## src/core/perf_count_pkg.sv

```systemverilog
// Constants and types shared by the throughput counter block.
package perf_count_pkg;
    localparam int unsigned CLK_PERIOD_NS = 100;
    localparam int unsigned SECOND_NS = 1000000000;
    localparam int unsigned SECOND_CYCLES = SECOND_NS / CLK_PERIOD_NS;
    localparam int COUNT_W = 32;
    localparam int BEAT_W = 5;
    localparam int NUM_COUNTERS = 10;
    localparam logic [COUNT_W-1:0] COUNT_RESET = 32'h0000_0000;
    localparam logic [BEAT_W-1:0] BEAT_ZERO = 5'h00;
    localparam logic [COUNT_W-1:0] MONITOR_INTERVAL_RESET = 32'h0098_9680;
    // Slot of each counter in the counter bank
    localparam int IDX_C2H = 0;
    localparam int IDX_H2C = 1;
    localparam int IDX_TX_TOTAL = 2;
    localparam int IDX_RX_TOTAL = 3;
    localparam int IDX_TX_PAYLOAD = 4;
    localparam int IDX_RX_PAYLOAD = 5;
    localparam int IDX_PA_RD = 6;
    localparam int IDX_PA_WR = 7;
    localparam int IDX_PB_RD = 8;
    localparam int IDX_PB_WR = 9;
    localparam int FIRST_MONITOR = IDX_PA_RD;

    // Transaction kind tagged on each transaction interface beat
    typedef enum logic [1:0] {
        KIND_OTHER = 2'b00,
        KIND_MEM_WRITE = 2'b01,
        KIND_COMPLETION = 2'b10,
        KIND_MEM_READ = 2'b11
    } tlp_kind_t;
endpackage : perf_count_pkg

```

## src/core/window_byte_counter.sv

```systemverilog
// Byte accumulator that publishes its total and restarts on a boundary tick.
`timescale 1ns/10ps
`default_nettype none
module window_byte_counter
    import perf_count_pkg::*;
(
    input wire logic clk_sys_in,
    input wire logic rst_in,
    input wire logic add_valid_in,
    input wire logic [BEAT_W-1:0] add_bytes_in,
    input wire logic tick_in,
    output logic [COUNT_W-1:0] count_out
);
    logic [COUNT_W-1:0] acc;
    logic [COUNT_W-1:0] add_amount;
    logic [COUNT_W-1:0] next_acc;

    // Bytes of the boundary cycle belong to the closing window
    assign add_amount = add_valid_in ? COUNT_W'(add_bytes_in) : COUNT_RESET;
    assign next_acc = acc + add_amount;

    always_ff @(posedge clk_sys_in) begin
        if (rst_in) begin
            acc <= COUNT_RESET;
            count_out <= COUNT_RESET;
        end else if (tick_in) begin
            acc <= COUNT_RESET;
            count_out <= next_acc;
        end else begin
            acc <= next_acc;
        end
    end

    a_load_full_sum: assert property (@(posedge clk_sys_in) disable iff (rst_in)
        tick_in |=> count_out == $past(acc) + $past(add_amount))
        else $error("published count differs from window total");
    a_restart_zero: assert property (@(posedge clk_sys_in) disable iff (rst_in)
        tick_in |=> acc == COUNT_RESET)
        else $error("accumulator did not restart at boundary");
    a_hold_between: assert property (@(posedge clk_sys_in) disable iff (rst_in)
        !tick_in |=> $stable(count_out))
        else $error("published count changed without a boundary");
endmodule : window_byte_counter
`default_nettype wire

```

## src/core/throughput_counters.sv

```systemverilog
// Throughput counters for the PCIe DMA path and two processor memory ports.
`timescale 1ns/10ps
`default_nettype none
module throughput_counters
    import perf_count_pkg::*;
#(
    parameter int unsigned ONE_SECOND_CYCLES = SECOND_CYCLES
) (
    input wire logic clk_sys_in,
    input wire logic rst_in,
    input wire logic tx_beat_in,
    input wire logic [BEAT_W-1:0] tx_bytes_in,
    input wire logic [BEAT_W-1:0] tx_hdr_bytes_in,
    input wire logic [1:0] tx_kind_in,
    input wire logic rx_beat_in,
    input wire logic [BEAT_W-1:0] rx_bytes_in,
    input wire logic [BEAT_W-1:0] rx_hdr_bytes_in,
    input wire logic [1:0] rx_kind_in,
    input wire logic card_to_host_engine_valid_in,
    input wire logic card_to_host_engine_ready_in,
    input wire logic [BEAT_W-1:0] card_to_host_engine_bytes_in,
    input wire logic host_to_card_engine_valid_in,
    input wire logic host_to_card_engine_ready_in,
    input wire logic [BEAT_W-1:0] host_to_card_engine_bytes_in,
    input wire logic memory_port_a_rd_beat_in,
    input wire logic [BEAT_W-1:0] memory_port_a_rd_bytes_in,
    input wire logic memory_port_a_wr_beat_in,
    input wire logic [BEAT_W-1:0] memory_port_a_wr_bytes_in,
    input wire logic memory_port_b_rd_beat_in,
    input wire logic [BEAT_W-1:0] memory_port_b_rd_bytes_in,
    input wire logic memory_port_b_wr_beat_in,
    input wire logic [BEAT_W-1:0] memory_port_b_wr_bytes_in,
    input wire logic [COUNT_W-1:0] monitor_interval_in,
    output logic [COUNT_W-1:0] card_to_host_engine_count_out,
    output logic [COUNT_W-1:0] host_to_card_engine_count_out,
    output logic [COUNT_W-1:0] tx_total_count_out,
    output logic [COUNT_W-1:0] rx_total_count_out,
    output logic [COUNT_W-1:0] tx_payload_count_out,
    output logic [COUNT_W-1:0] rx_payload_count_out,
    output logic [COUNT_W-1:0] memory_port_a_rd_count_out,
    output logic [COUNT_W-1:0] memory_port_a_wr_count_out,
    output logic [COUNT_W-1:0] memory_port_b_rd_count_out,
    output logic [COUNT_W-1:0] memory_port_b_wr_count_out,
    output logic second_tick_out,
    output logic monitor_tick_out
);
    localparam logic [COUNT_W-1:0] SECOND_LAST = COUNT_W'(ONE_SECOND_CYCLES - 1);
    // Monitor starts on a one second interval, so a shortened second shortens it too
    localparam logic [COUNT_W-1:0] MONITOR_START = COUNT_W'(ONE_SECOND_CYCLES);

    // Payload part of a beat of the given kind; header bytes are stripped
    function automatic logic [BEAT_W-1:0] payload_of(
        input logic beat,
        input logic [1:0] kind,
        input tlp_kind_t want,
        input logic [BEAT_W-1:0] bytes,
        input logic [BEAT_W-1:0] hdr
    );
        if (beat && kind == want && bytes > hdr) begin
            return BEAT_W'(bytes - hdr);
        end
        return BEAT_ZERO;
    endfunction : payload_of

    logic [COUNT_W-1:0] sec_cnt;
    logic [COUNT_W-1:0] mon_cnt;
    logic [COUNT_W-1:0] mon_interval;
    logic sec_wrap;
    logic mon_wrap;
    logic [NUM_COUNTERS-1:0] add_valid;
    logic [BEAT_W-1:0] add_bytes [NUM_COUNTERS];
    logic [NUM_COUNTERS-1:0] tick;
    logic [COUNT_W-1:0] counts [NUM_COUNTERS];
    logic [BEAT_W-1:0] tx_payload;
    logic [BEAT_W-1:0] rx_payload;

    // Boundary detect; an interval of zero behaves as one cycle
    assign sec_wrap = sec_cnt >= SECOND_LAST;
    assign mon_wrap = (COUNT_W + 1)'(mon_cnt) + 1'b1 >= (COUNT_W + 1)'(mon_interval);

    always_ff @(posedge clk_sys_in) begin
        if (rst_in) begin
            sec_cnt <= COUNT_RESET;
            second_tick_out <= 1'b0;
        end else begin
            sec_cnt <= sec_wrap ? COUNT_RESET : sec_cnt + 1'b1;
            second_tick_out <= sec_wrap;
        end
    end

    // interval taken from configuration at each boundary
    always_ff @(posedge clk_sys_in) begin
        if (rst_in) begin
            mon_cnt <= COUNT_RESET;
            mon_interval <= MONITOR_START;
            monitor_tick_out <= 1'b0;
        end else begin
            mon_cnt <= mon_wrap ? COUNT_RESET : mon_cnt + 1'b1;
            monitor_tick_out <= mon_wrap;
            if (mon_wrap) begin
                mon_interval <= monitor_interval_in;
            end
        end
    end

    assign tx_payload = payload_of(tx_beat_in, tx_kind_in, KIND_MEM_WRITE, tx_bytes_in,
        tx_hdr_bytes_in);
    assign rx_payload = payload_of(rx_beat_in, rx_kind_in, KIND_COMPLETION, rx_bytes_in,
        rx_hdr_bytes_in);

    // engine payload counted on accepted stream beats
    assign add_valid[IDX_C2H] = card_to_host_engine_valid_in && card_to_host_engine_ready_in;
    assign add_bytes[IDX_C2H] = card_to_host_engine_bytes_in;
    assign add_valid[IDX_H2C] = host_to_card_engine_valid_in && host_to_card_engine_ready_in;
    assign add_bytes[IDX_H2C] = host_to_card_engine_bytes_in;
    assign add_valid[IDX_TX_TOTAL] = tx_beat_in;
    assign add_bytes[IDX_TX_TOTAL] = tx_bytes_in;
    assign add_valid[IDX_RX_TOTAL] = rx_beat_in;
    assign add_bytes[IDX_RX_TOTAL] = rx_bytes_in;
    assign add_valid[IDX_TX_PAYLOAD] = tx_payload != BEAT_ZERO;
    assign add_bytes[IDX_TX_PAYLOAD] = tx_payload;
    assign add_valid[IDX_RX_PAYLOAD] = rx_payload != BEAT_ZERO;
    assign add_bytes[IDX_RX_PAYLOAD] = rx_payload;
    // read and write bytes per memory port
    assign add_valid[IDX_PA_RD] = memory_port_a_rd_beat_in;
    assign add_bytes[IDX_PA_RD] = memory_port_a_rd_bytes_in;
    assign add_valid[IDX_PA_WR] = memory_port_a_wr_beat_in;
    assign add_bytes[IDX_PA_WR] = memory_port_a_wr_bytes_in;
    assign add_valid[IDX_PB_RD] = memory_port_b_rd_beat_in;
    assign add_bytes[IDX_PB_RD] = memory_port_b_rd_bytes_in;
    assign add_valid[IDX_PB_WR] = memory_port_b_wr_beat_in;
    assign add_bytes[IDX_PB_WR] = memory_port_b_wr_bytes_in;

    // PCIe and DMA counters follow the second, monitor counters their own interval
    genvar i;
    generate
        for (i = 0; i < NUM_COUNTERS; i++) begin : g_cnt
            assign tick[i] = (i >= FIRST_MONITOR) ? mon_wrap : sec_wrap;
            window_byte_counter u_cnt (
                .clk_sys_in(clk_sys_in),
                .rst_in(rst_in),
                .add_valid_in(add_valid[i]),
                .add_bytes_in(add_bytes[i]),
                .tick_in(tick[i]),
                .count_out(counts[i])
            );
        end
    endgenerate

    // Published counts, already registered inside each counter
    assign card_to_host_engine_count_out = counts[IDX_C2H];
    assign host_to_card_engine_count_out = counts[IDX_H2C];
    assign tx_total_count_out = counts[IDX_TX_TOTAL];
    assign rx_total_count_out = counts[IDX_RX_TOTAL];
    assign tx_payload_count_out = counts[IDX_TX_PAYLOAD];
    assign rx_payload_count_out = counts[IDX_RX_PAYLOAD];
    assign memory_port_a_rd_count_out = counts[IDX_PA_RD];
    assign memory_port_a_wr_count_out = counts[IDX_PA_WR];
    assign memory_port_b_rd_count_out = counts[IDX_PB_RD];
    assign memory_port_b_wr_count_out = counts[IDX_PB_WR];

    a_second_tick_due: assert property (@(posedge clk_sys_in) disable iff (rst_in)
        sec_cnt == SECOND_LAST |=> second_tick_out && sec_cnt == COUNT_RESET)
        else $error("second boundary missed");
    a_second_tick_only: assert property (@(posedge clk_sys_in) disable iff (rst_in)
        second_tick_out |-> $past(sec_cnt) == SECOND_LAST)
        else $error("second boundary at wrong count");
    a_tx_payload_kind: assert property (@(posedge clk_sys_in) disable iff (rst_in)
        (tx_kind_in != KIND_MEM_WRITE || !tx_beat_in) |-> !add_valid[IDX_TX_PAYLOAD])
        else $error("non write bytes in transmit payload");
    a_rx_payload_kind: assert property (@(posedge clk_sys_in) disable iff (rst_in)
        rx_beat_in && rx_kind_in == KIND_COMPLETION && rx_bytes_in > rx_hdr_bytes_in
        |-> rx_payload == BEAT_W'(rx_bytes_in - rx_hdr_bytes_in))
        else $error("completion payload miscounted");
    a_tx_total_all: assert property (@(posedge clk_sys_in) disable iff (rst_in)
        tx_beat_in && sec_wrap |=> tx_total_count_out >= COUNT_W'($past(tx_bytes_in)))
        else $error("transmit total lost boundary bytes");
    a_rx_total_all: assert property (@(posedge clk_sys_in) disable iff (rst_in)
        rx_beat_in && sec_wrap |=> rx_total_count_out >= COUNT_W'($past(rx_bytes_in)))
        else $error("receive total lost boundary bytes");
    a_engine_accept: assert property (@(posedge clk_sys_in) disable iff (rst_in)
        !(card_to_host_engine_valid_in && card_to_host_engine_ready_in) && !sec_wrap
        |=> $stable(g_cnt[IDX_C2H].u_cnt.acc))
        else $error("engine count took a beat without handshake");
    a_monitor_load: assert property (@(posedge clk_sys_in) disable iff (rst_in)
        !mon_wrap |=> $stable(memory_port_a_rd_count_out) && !monitor_tick_out)
        else $error("monitor count changed mid interval");
    a_monitor_config: assert property (@(posedge clk_sys_in) disable iff (rst_in)
        mon_wrap |=> mon_interval == $past(monitor_interval_in) && mon_cnt == COUNT_RESET)
        else $error("monitor interval not taken at boundary");

    c_second_tick: cover property (@(posedge clk_sys_in) disable iff (rst_in) second_tick_out);
    c_monitor_tick: cover property (@(posedge clk_sys_in) disable iff (rst_in)
        monitor_tick_out ##[1:20] monitor_tick_out);
    c_boundary_beat: cover property (@(posedge clk_sys_in) disable iff (rst_in)
        sec_wrap && tx_payload != BEAT_ZERO);
endmodule : throughput_counters
`default_nettype wire

```

## config.mk

```make
export PLATFORM = sky130hd
export DESIGN_NAME = throughput_counters
export DESIGN_NICKNAME = d
export VERILOG_FILES = /design/src/core/perf_count_pkg.sv /design/src/core/window_byte_counter.sv /design/src/core/throughput_counters.sv
export SDC_FILE = /design/constraint.sdc
export NUM_CORES = 1
export LEC_CHECK = 0
export BUFFER_PORTS_ARGS = -buffer_cell sky130_fd_sc_hd__buf_4
export CAP_MARGIN = 0
export CORE_MARGIN = 1
export CORE_UTILIZATION = 65
export CTS_BUF_LIST = sky130_fd_sc_hd__clkbuf_8
export DETAILED_ROUTE_END_ITERATION = 16
export GPL_TIMING_DRIVEN = 0
export PLACE_DENSITY = 0.92
export SLEW_MARGIN = 15
export SYNTH_ARGS = -nofsm -noshare
export SYNTH_HDL_FRONTEND = slang
export SYNTH_HIERARCHICAL = 1
export SYNTH_SLANG_ARGS = --single-unit
```

## constraint.sdc

```tcl
create_clock -name clk_sys_in -period 7.5 [get_ports clk_sys_in]
set_clock_uncertainty 0.05 [all_clocks]
set_input_delay 1.125 -clock clk_sys_in [delete_from_list [all_inputs] [get_ports clk_sys_in]]
set_output_delay 1.125 -clock clk_sys_in [all_outputs]
set_load 0.01 [all_outputs]
```

==> summary.md, run 1 <==
| Metric | Value |
|---|---|
| Postcts setup bufs | `0` |
| Aggregate routed wire length | `89.1 mm` |
| Minimum clock period | `5560 ps` |
| WL/cell | `18.2 um` |
| Critical path's top delay family | `buffers and inverters` |
| Area grow syn2layout | `19.9%` |
| Synth warn | `6` |
| Final Instance Count excl. Fillers | `4,892` |
| DP Cell Count | `4,681` |
| Worst slack, placed | `2260 ps` |
| Share of layout cells above drive strength 1 | `18.7%` |
| Worst vdd ir | `0.000206 V` |
| Avg Inst Size Synth | `9.11 um2` |
| Unique masters post-synth | `62` |
| Synth Instances | `3,589` |
| Hold slack | `408 ps` |
| Clock Latency Late Sink | `700 ps` |
| CTS max path bufs | `3` |
| Startpoint Class | `flop` |
| Data required, critical path | `8060 ps` |
| Final WS setup | `1940 ps` |
| Final setup vio count | `0` |
| Slew Viols, Final | `0` |
| CP Cell Sequence | `ha_1 -> nand3_1 -> nor3_1 -> nand4_1 -> xnor2_1 -> ha_1 -> a21oi_1 -> o21a_1 -> o211ai_1 -> o311a_1 -> nor4_1 -> buf_2 -> buf_6 -> inv_1 -> clkbuf_1 -> nor2_1 -> clkbuf_1 -> nand2_1 -> o21ai_1` |
| Number of synthesized flops with an enable pin | `0` |
| Leakage | `16.4 nW` |
| Layout fillers | `3,033` |
| H-tree depth | `3` |
| CTS Buf Count | `112` |
| Slew @ Worst Pin | `842 ps` |
| CP max-delay cell | `nor3_1` |
| Slew margin rel. | `43.8%` |
| Initial Util | `66.4%` |
| GRT overflow | `0` |
| Overall Global Routing Usage | `34.0%` |
| MaxCap Viol Count | `0` |
| Buffers on Ports | `419` |
| DP Area | `36,700 um2` |
| Initial antenna violation count | `7` |
| Initial DRC Count | `2,335` |
| Final ANT Viol Nets | `0` |
| Die ar. | `51,200 um2` |
| GP Congestion | `0.947` |
| Final Instance Area | `39,200 um2` |
| Seq/Total Area, Yosys | `45.2%` |
| Buffers & Inverters on Critical Path | `5` |
| Post-route setup TNS | `0 ps` |
| Critical setup path kind | `flop to flop` |
| Status | `finished, final reports clean` |
| Sequential Area | `14,800 um2` |
| First-pass GRT wire length | `141 mm` |
| IO Pins | `420` |
| Post-DP HPWL | `63.7 mm` |
| Crit path DAT | `6130 ps` |
| Post-synthesis register bit count | `738` |
| Post-CTS Resized | `0` |
| Largest stage delay, worst path | `580 ps` |
| Root Driver | `clkbuf_8` |
| PD cells | `200 nW/um2` |
| Hold crit path type | `flop to flop` |
| Cell row count | `81` |
| CTS tree | `yes` |
| Chip Height | `226 um` |
| Fin. Hold Viols | `0` |
| CTS Sinks | `738` |
| Max Freq | `180 MHz` |
| DRC Markers | `0` |
| Drt first pass iters | `6` |
| Vias/cell | `5.86` |
| Syn Std Cell Area | `32,700 um2` |
| Post-cts hold buffer count | `0` |
| Vias in the first global route | `27,900` |
| Pin count of the biggest net entering global routing | `21` |
| Fin crit share | `74.2%` |
| Vias post-DR | `28,700` |
| Area of the multi-input gates | `16,600 um2` |
| RSZ-0062 raised after global routing | `no` |
| Clk slew on worst S/H paths | `60 ps` |
| Kind of end point of the critical path | `flop` |
| Die W | `226 um` |
| Crit-path max FO | `14` |
| Core Area | `49,300 um2` |
| Main synth FF type | `dfxtp_1` |
| Ys async rst share | `0%` |
| Fin nets | `4,335` |
-- worst register-to-register path: stages (launching register included) --
cell and delay (ps):
dfxtp_1 410, ha_1 210, nand3_1 150, nor3_1 580
nand4_1 190, xnor2_1 270, ha_1 310, a21oi_1 170
o21a_1 160, o211ai_1 100, o311a_1 390, nor4_1 230
buf_2 290, buf_6 210, inv_1 390, clkbuf_1 360
nor2_1 270, clkbuf_1 440, nand2_1 170, o21ai_1 140
-- flip-flops by register name, indices dropped and copies added, names as in the netlist --
| name | count |
|---|---|
| g_cnt.u_cnt/acc | 320 |
| g_cnt.u_cnt/count_out | 320 |
| mon_cnt | 32 |
| mon_interval | 32 |
| monitor_tick_out | 1 |
| sec_cnt | 32 |
| second_tick_out | 1 |
-- metrics by stage --
| step | util (%) | power [mW] |
|---|---|---|
| finish | 79.6 | 7.83 |
| global route | 79.6 | 8.08 |
| CTS | 79.5 | 7.87 |
| detailed placement | 74.6 | 4.37 |
| global placement | 74.5 | 4.36 |
| floorplan | - | 4.25 |
-- layout make-up --
class	instances	share of cell area, %
diodes	6	0.0383
multi-input cells	2557	42.4
well taps	664	2.12
inverters	113	1.08
flip-flops and latches	738	37.7
repair buffers	421	8.09
clock inverters	61	1.18
plain buffers	188	2.34
clock buffers	144	5.06
-- routing by layer --
layer / global-route usage [%] / vias to the layer above / part of all wire [%]
met2: 55.3 / 1226 / 47
met3: 8.25 / 313 / 8.2
li1: - / 13500 / -
met1: 41.5 / 13600 / 40
met4: 17.9 / 0 / 5.0
met5: 0 / - / 0
-- cells in the final DEF (no fill, tap or decap), drive strengths merged, types with 12 or more instances in the layout --
| cell | n |
|---|---|
| mux2i | 82 |
| a211o | 15 |
| nor3 | 32 |
| nand2b | 75 |
| clkbuf | 244 |
| o21a | 13 |
| o21bai | 21 |
| nand2 | 147 |
| and3 | 71 |
| xnor2 | 63 |
| nor2 | 591 |
| o21ai | 90 |
| nand3 | 174 |
| inv | 136 |
| and2 | 156 |
| fa | 12 |
| clkinv | 29 |
| a21oi | 80 |
| ha | 94 |
| xor2 | 269 |
| o211ai | 15 |
| nand4 | 183 |
| nor2b | 39 |
| a211oi | 193 |
| and4 | 34 |
| nor4 | 24 |
| buf | 509 |
| dfxtp | 738 |
-- synth_stat cells, drive strengths merged (5+ instances only) --
master  instances  area (um2)
buf            88         543
or2            11        68.8
a211o          15         131
and2          156         976
or4             7        56.3
ha             94        1180
nor2          591        2220
xor2          269        2360
dfxtp         738       14800
nand2b         75         469
xnor2          63         552
o211ai         15         133
nand2         147         552
mux2i          82         821
a22o            5        43.8
nor2b          39         314
nand4         183        1260
o21ai          90         450
a21oi          80         400
and4           34         313
nand3         174         921
o21a           13        98.9
inv           113         424
or3            11        68.8
o21bai         21         158
a211oi        193        1510
nor3           32         160
clkbuf        100         375
and3           71         464
fa             12         240
nor4           24         240
o22ai          10         125
-- where the power goes --
group | total, mW | switching (mW) | internal (mW)
Sequential | 3.96 | 0.0140 | 3.95
Clock | 3.53 | 1.57 | 1.97
Combinational | 0.337 | 0.201 | 0.136
Total | 7.83 | 1.78 | 6.05
-- cells by family (layout without fill, tap and decap cells) --
logic type | after synthesis | count (layout) | synth area share [%]
DFF | 738 | 738 | 45.2
AOI/OAI and AO/OA | 464 | 464 | 9.90
buffers and inverters | 301 | 927 | 4.11
other | 1 | 14 | 0.0115
xor gates and xnor gates | 332 | 332 | 8.90
and+or+nand+nor | 1565 | 1565 | 25.0
adders and majority gates | 106 | 106 | 4.33
muxes | 82 | 82 | 2.51
-- final timing paths --
kind / start / end / slack [ps] / cells after the start
worst min-delay path: g_cnt[8].u_cnt/count_out[29]$_SDFFE_PP0P_ / g_cnt[8].u_cnt/count_out[29]$_SDFFE_PP0P_ / 410 / 2
worst max-delay path: mon_cnt[0]$_SDFF_PP0_ / g_cnt[6].u_cnt/count_out[17]$_SDFFE_PP0P_ / 1940 / 19
worst min register to register: g_cnt[8].u_cnt/count_out[29]$_SDFFE_PP0P_ / g_cnt[8].u_cnt/count_out[29]$_SDFFE_PP0P_ / 410 / 2
worst max register to register: mon_cnt[0]$_SDFF_PP0_ / g_cnt[6].u_cnt/count_out[17]$_SDFFE_PP0P_ / 1940 / 19
Power figures use the tool's default switching activity.
==> run 2: changes to the inputs <==
Settings changed: CORE_UTILIZATION 65 to 60, PLACE_DENSITY 0.92 to 0.86.
Clock period 7.5 ns to 5.3 ns, I/O delays scaled along.
==> summary.md, run 2 (same netlist as run 1, synthesis figures left out) <==
| Metric | Value |
|---|---|
| Die ar. | `55,400 um2 (+8.3%)` |
| Routed length on met2 | `40.8 mm (-1.7%)` |
| Final setup vio count | `0 (unchanged)` |
| DRC Markers | `0 (unchanged)` |
| First-pass GRT wire length | `138 mm (-2.2%)` |
| Pin count of the biggest net entering global routing | `21 (unchanged)` |
| Vias in the first global route | `26,800 (-4.0%)` |
| Clk slew on worst S/H paths | `70 ps (about the same)` |
| Critical setup path kind | `flop to flop` |
| GRT overflow | `0 (unchanged)` |
| Final ANT Viol Nets | `0 (unchanged)` |
| Max Freq | `199 MHz (+11%)` |
| Status | `finished, final reports clean` |
| WL/cell | `17.6 um (-3.4%)` |
| Die W | `235 um (+4.0%)` |
| Clock Latency Late Sink | `720 ps (+20 ps)` |
| Leakage | `16.5 nW (+0.65%)` |
| Post-DP HPWL | `63.0 mm (-1.1%)` |
| Vias/cell | `5.67 (-3.2%)` |
| WL met3 | `6.43 mm (-12%)` |
| CTS Sinks | `738 (unchanged)` |
| PD cells | `288 nW/um2 (+44%)` |
| Area grow syn2layout | `20.6%` |
| RSZ-0062 raised after global routing | `no` |
| Fin. Hold Viols | `0 (unchanged)` |
| Vias post-DR | `28,000 (-2.4%)` |
| Hold slack | `282 ps (-126 ps)` |
| Comb power frac | `4.1% (-0.2 points)` |
| Most frequent cells in the layout | `dfxtp_1, nor2_1, buf_4` |
| DP Area | `36,800 um2 (+0.11%)` |
| CTS Buf Count | `115 (+2.7%)` |
| Hold crit path type | `primary input to flop` |
| Overall Global Routing Usage | `30.3% (-3.6 points)` |
| Chip Height | `235 um (+4.0%)` |
| Slew margin rel. | `51.4% (+7.6 points)` |
| Final Instance Area | `39,400 um2 (+0.63%)` |
| Sw Ratio | `22.9% (+0.14 points)` |
| Aggregate routed wire length | `86.8 mm (-2.5%)` |
| Final Instance Count excl. Fillers | `4,933 (+0.84%)` |
| MaxCap Viol Count | `0 (unchanged)` |
| Cell row count | `85 (+4.9%)` |
| Top Registers | `g_cnt.u_cnt/acc: 320 flops, g_cnt.u_cnt/count_out: 320 flops` |
| NetSw | `2.60 mW (+46%)` |
| CTS max path bufs | `3 (unchanged)` |
| DP Cell Count | `4,713 (+0.68%)` |
| Total power draw | `11.4 mW (+45%)` |
| Final core occ | `73.3% (-6.3 points)` |
| Reg power frac | `49.3% (-1.3 points)` |
| Kind of end point of the critical path | `flop` |
| Max layer used | `met4` |
| Share of layout cells above drive strength 1 | `18.8% (+0.14 points)` |
| Worst slack, placed | `-98.3 ps (-2360 ps)` |
| Post-route setup TNS | `0 ps (unchanged)` |
| Drt first pass iters | `6 (unchanged)` |
| Fin nets | `4,339 (+0.092%)` |
| Crit path DAT | `5550 ps (-580 ps)` |
| Crit-path max FO | `14 (unchanged)` |
| Initial antenna violation count | `2 (-5)` |
| Slew Viols, Final | `0 (unchanged)` |
| Slew @ Worst Pin | `722 ps (-121 ps)` |
| H-tree depth | `3 (unchanged)` |
| Final WS setup | `268 ps (-1670 ps)` |
| Minimum clock period | `5030 ps (-530 ps)` |
| Core Area | `53,800 um2 (+9.3%)` |
| Worst vdd ir | `0.000242 V (+18%)` |
| Pint | `8.77 mW (+45%)` |
| Root Driver | `clkbuf_8` |
| Buffers on Ports | `419 (unchanged)` |
| GP Congestion | `0.974 (+2.8%)` |
| Initial DRC Count | `2,136 (-8.5%)` |
| Data required, critical path | `5820 ps (-2240 ps)` |
| CTS tree | `yes` |
| Initial Util | `60.7% (-5.6 points)` |
| Wire length on met1 | `36.7 mm (+2.3%)` |
| Startpoint Class | `flop` |
| Post-cts hold buffer count | `0 (unchanged)` |
| Fin crit share | `94.9% (+21 points)` |
| IO Pins | `420 (unchanged)` |
| Commonest non-fill, non-tap cell in the layout | `dfxtp_1` |
| Clk pwr share | `46.6% (+1.5 points)` |
[run 2: path summary, 6_finish.rpt]
check	from	depth (start not counted)	slack, ps	to
worst min register to register	g_cnt[7].u_cnt/count_out[21]$_SDFFE_PP0P_	2	410	g_cnt[7].u_cnt/count_out[21]$_SDFFE_PP0P_
worst min-delay path	monitor_interval_in[7]	3	280	mon_interval[7]$_SDFFE_PP1P_
worst max register to register	mon_cnt[0]$_SDFF_PP0_	20	270	g_cnt[6].u_cnt/count_out[0]$_SDFFE_PP0P_
worst max-delay path	mon_cnt[0]$_SDFF_PP0_	20	270	g_cnt[6].u_cnt/count_out[0]$_SDFFE_PP0P_
[run 2: critical path: stages (launching register included)]
cell        delay (ps)
dfxtp_1            410
ha_1               230
nand3_1            170
nor2_1             290
and4b_4            350
nand4_1            120
xnor2_1            190
ha_1               310
nand2_1             80
nor3_1             250
and3_1             250
o311a_1            220
nor4_1              60
buf_2              210
buf_6              180
clkinvlp_4          90
buf_12             160
clkbuf_1           380
buf_1              530
mux2i_1            260
nor2_1              80
[run 2: power by group through the flow]
stage / combinational [mW] / clock [mW] / sequential [mW]
floorplan: 0.288 / 0 / 5.72
global placement: 0.450 / 0 / 5.72
detailed placement: 0.460 / 0 / 5.73
CTS: 0.465 / 5.38 / 5.60
global route: 0.515 / 5.65 / 5.60
finish: 0.469 / 5.30 / 5.60
[run 2: routing by layer]
layer  up-vias  GRT usage [%]
met5         -              0
met4         0           11.6
met3       198           6.66
met2       984           50.2
met1     13300           38.6
li1      13500              -
[run 2: area by class of cell]
cell class	count	area [um2]
multi-input cells	2557	16600
clock inverters	66	559
well taps	696	871
diodes	3	7.51
repair buffers	422	3190
fillers	3869	14400
inverters	113	428
clock buffers	150	2060
flip-flops and latches	738	14800
plain buffers	188	923
[run 2: repair_timing]
item	in CTS	in global routing
endpoints found under the setup margin	121	198
gates resized for setup	4	4
pin swaps	0	0
setup buffers	0	1
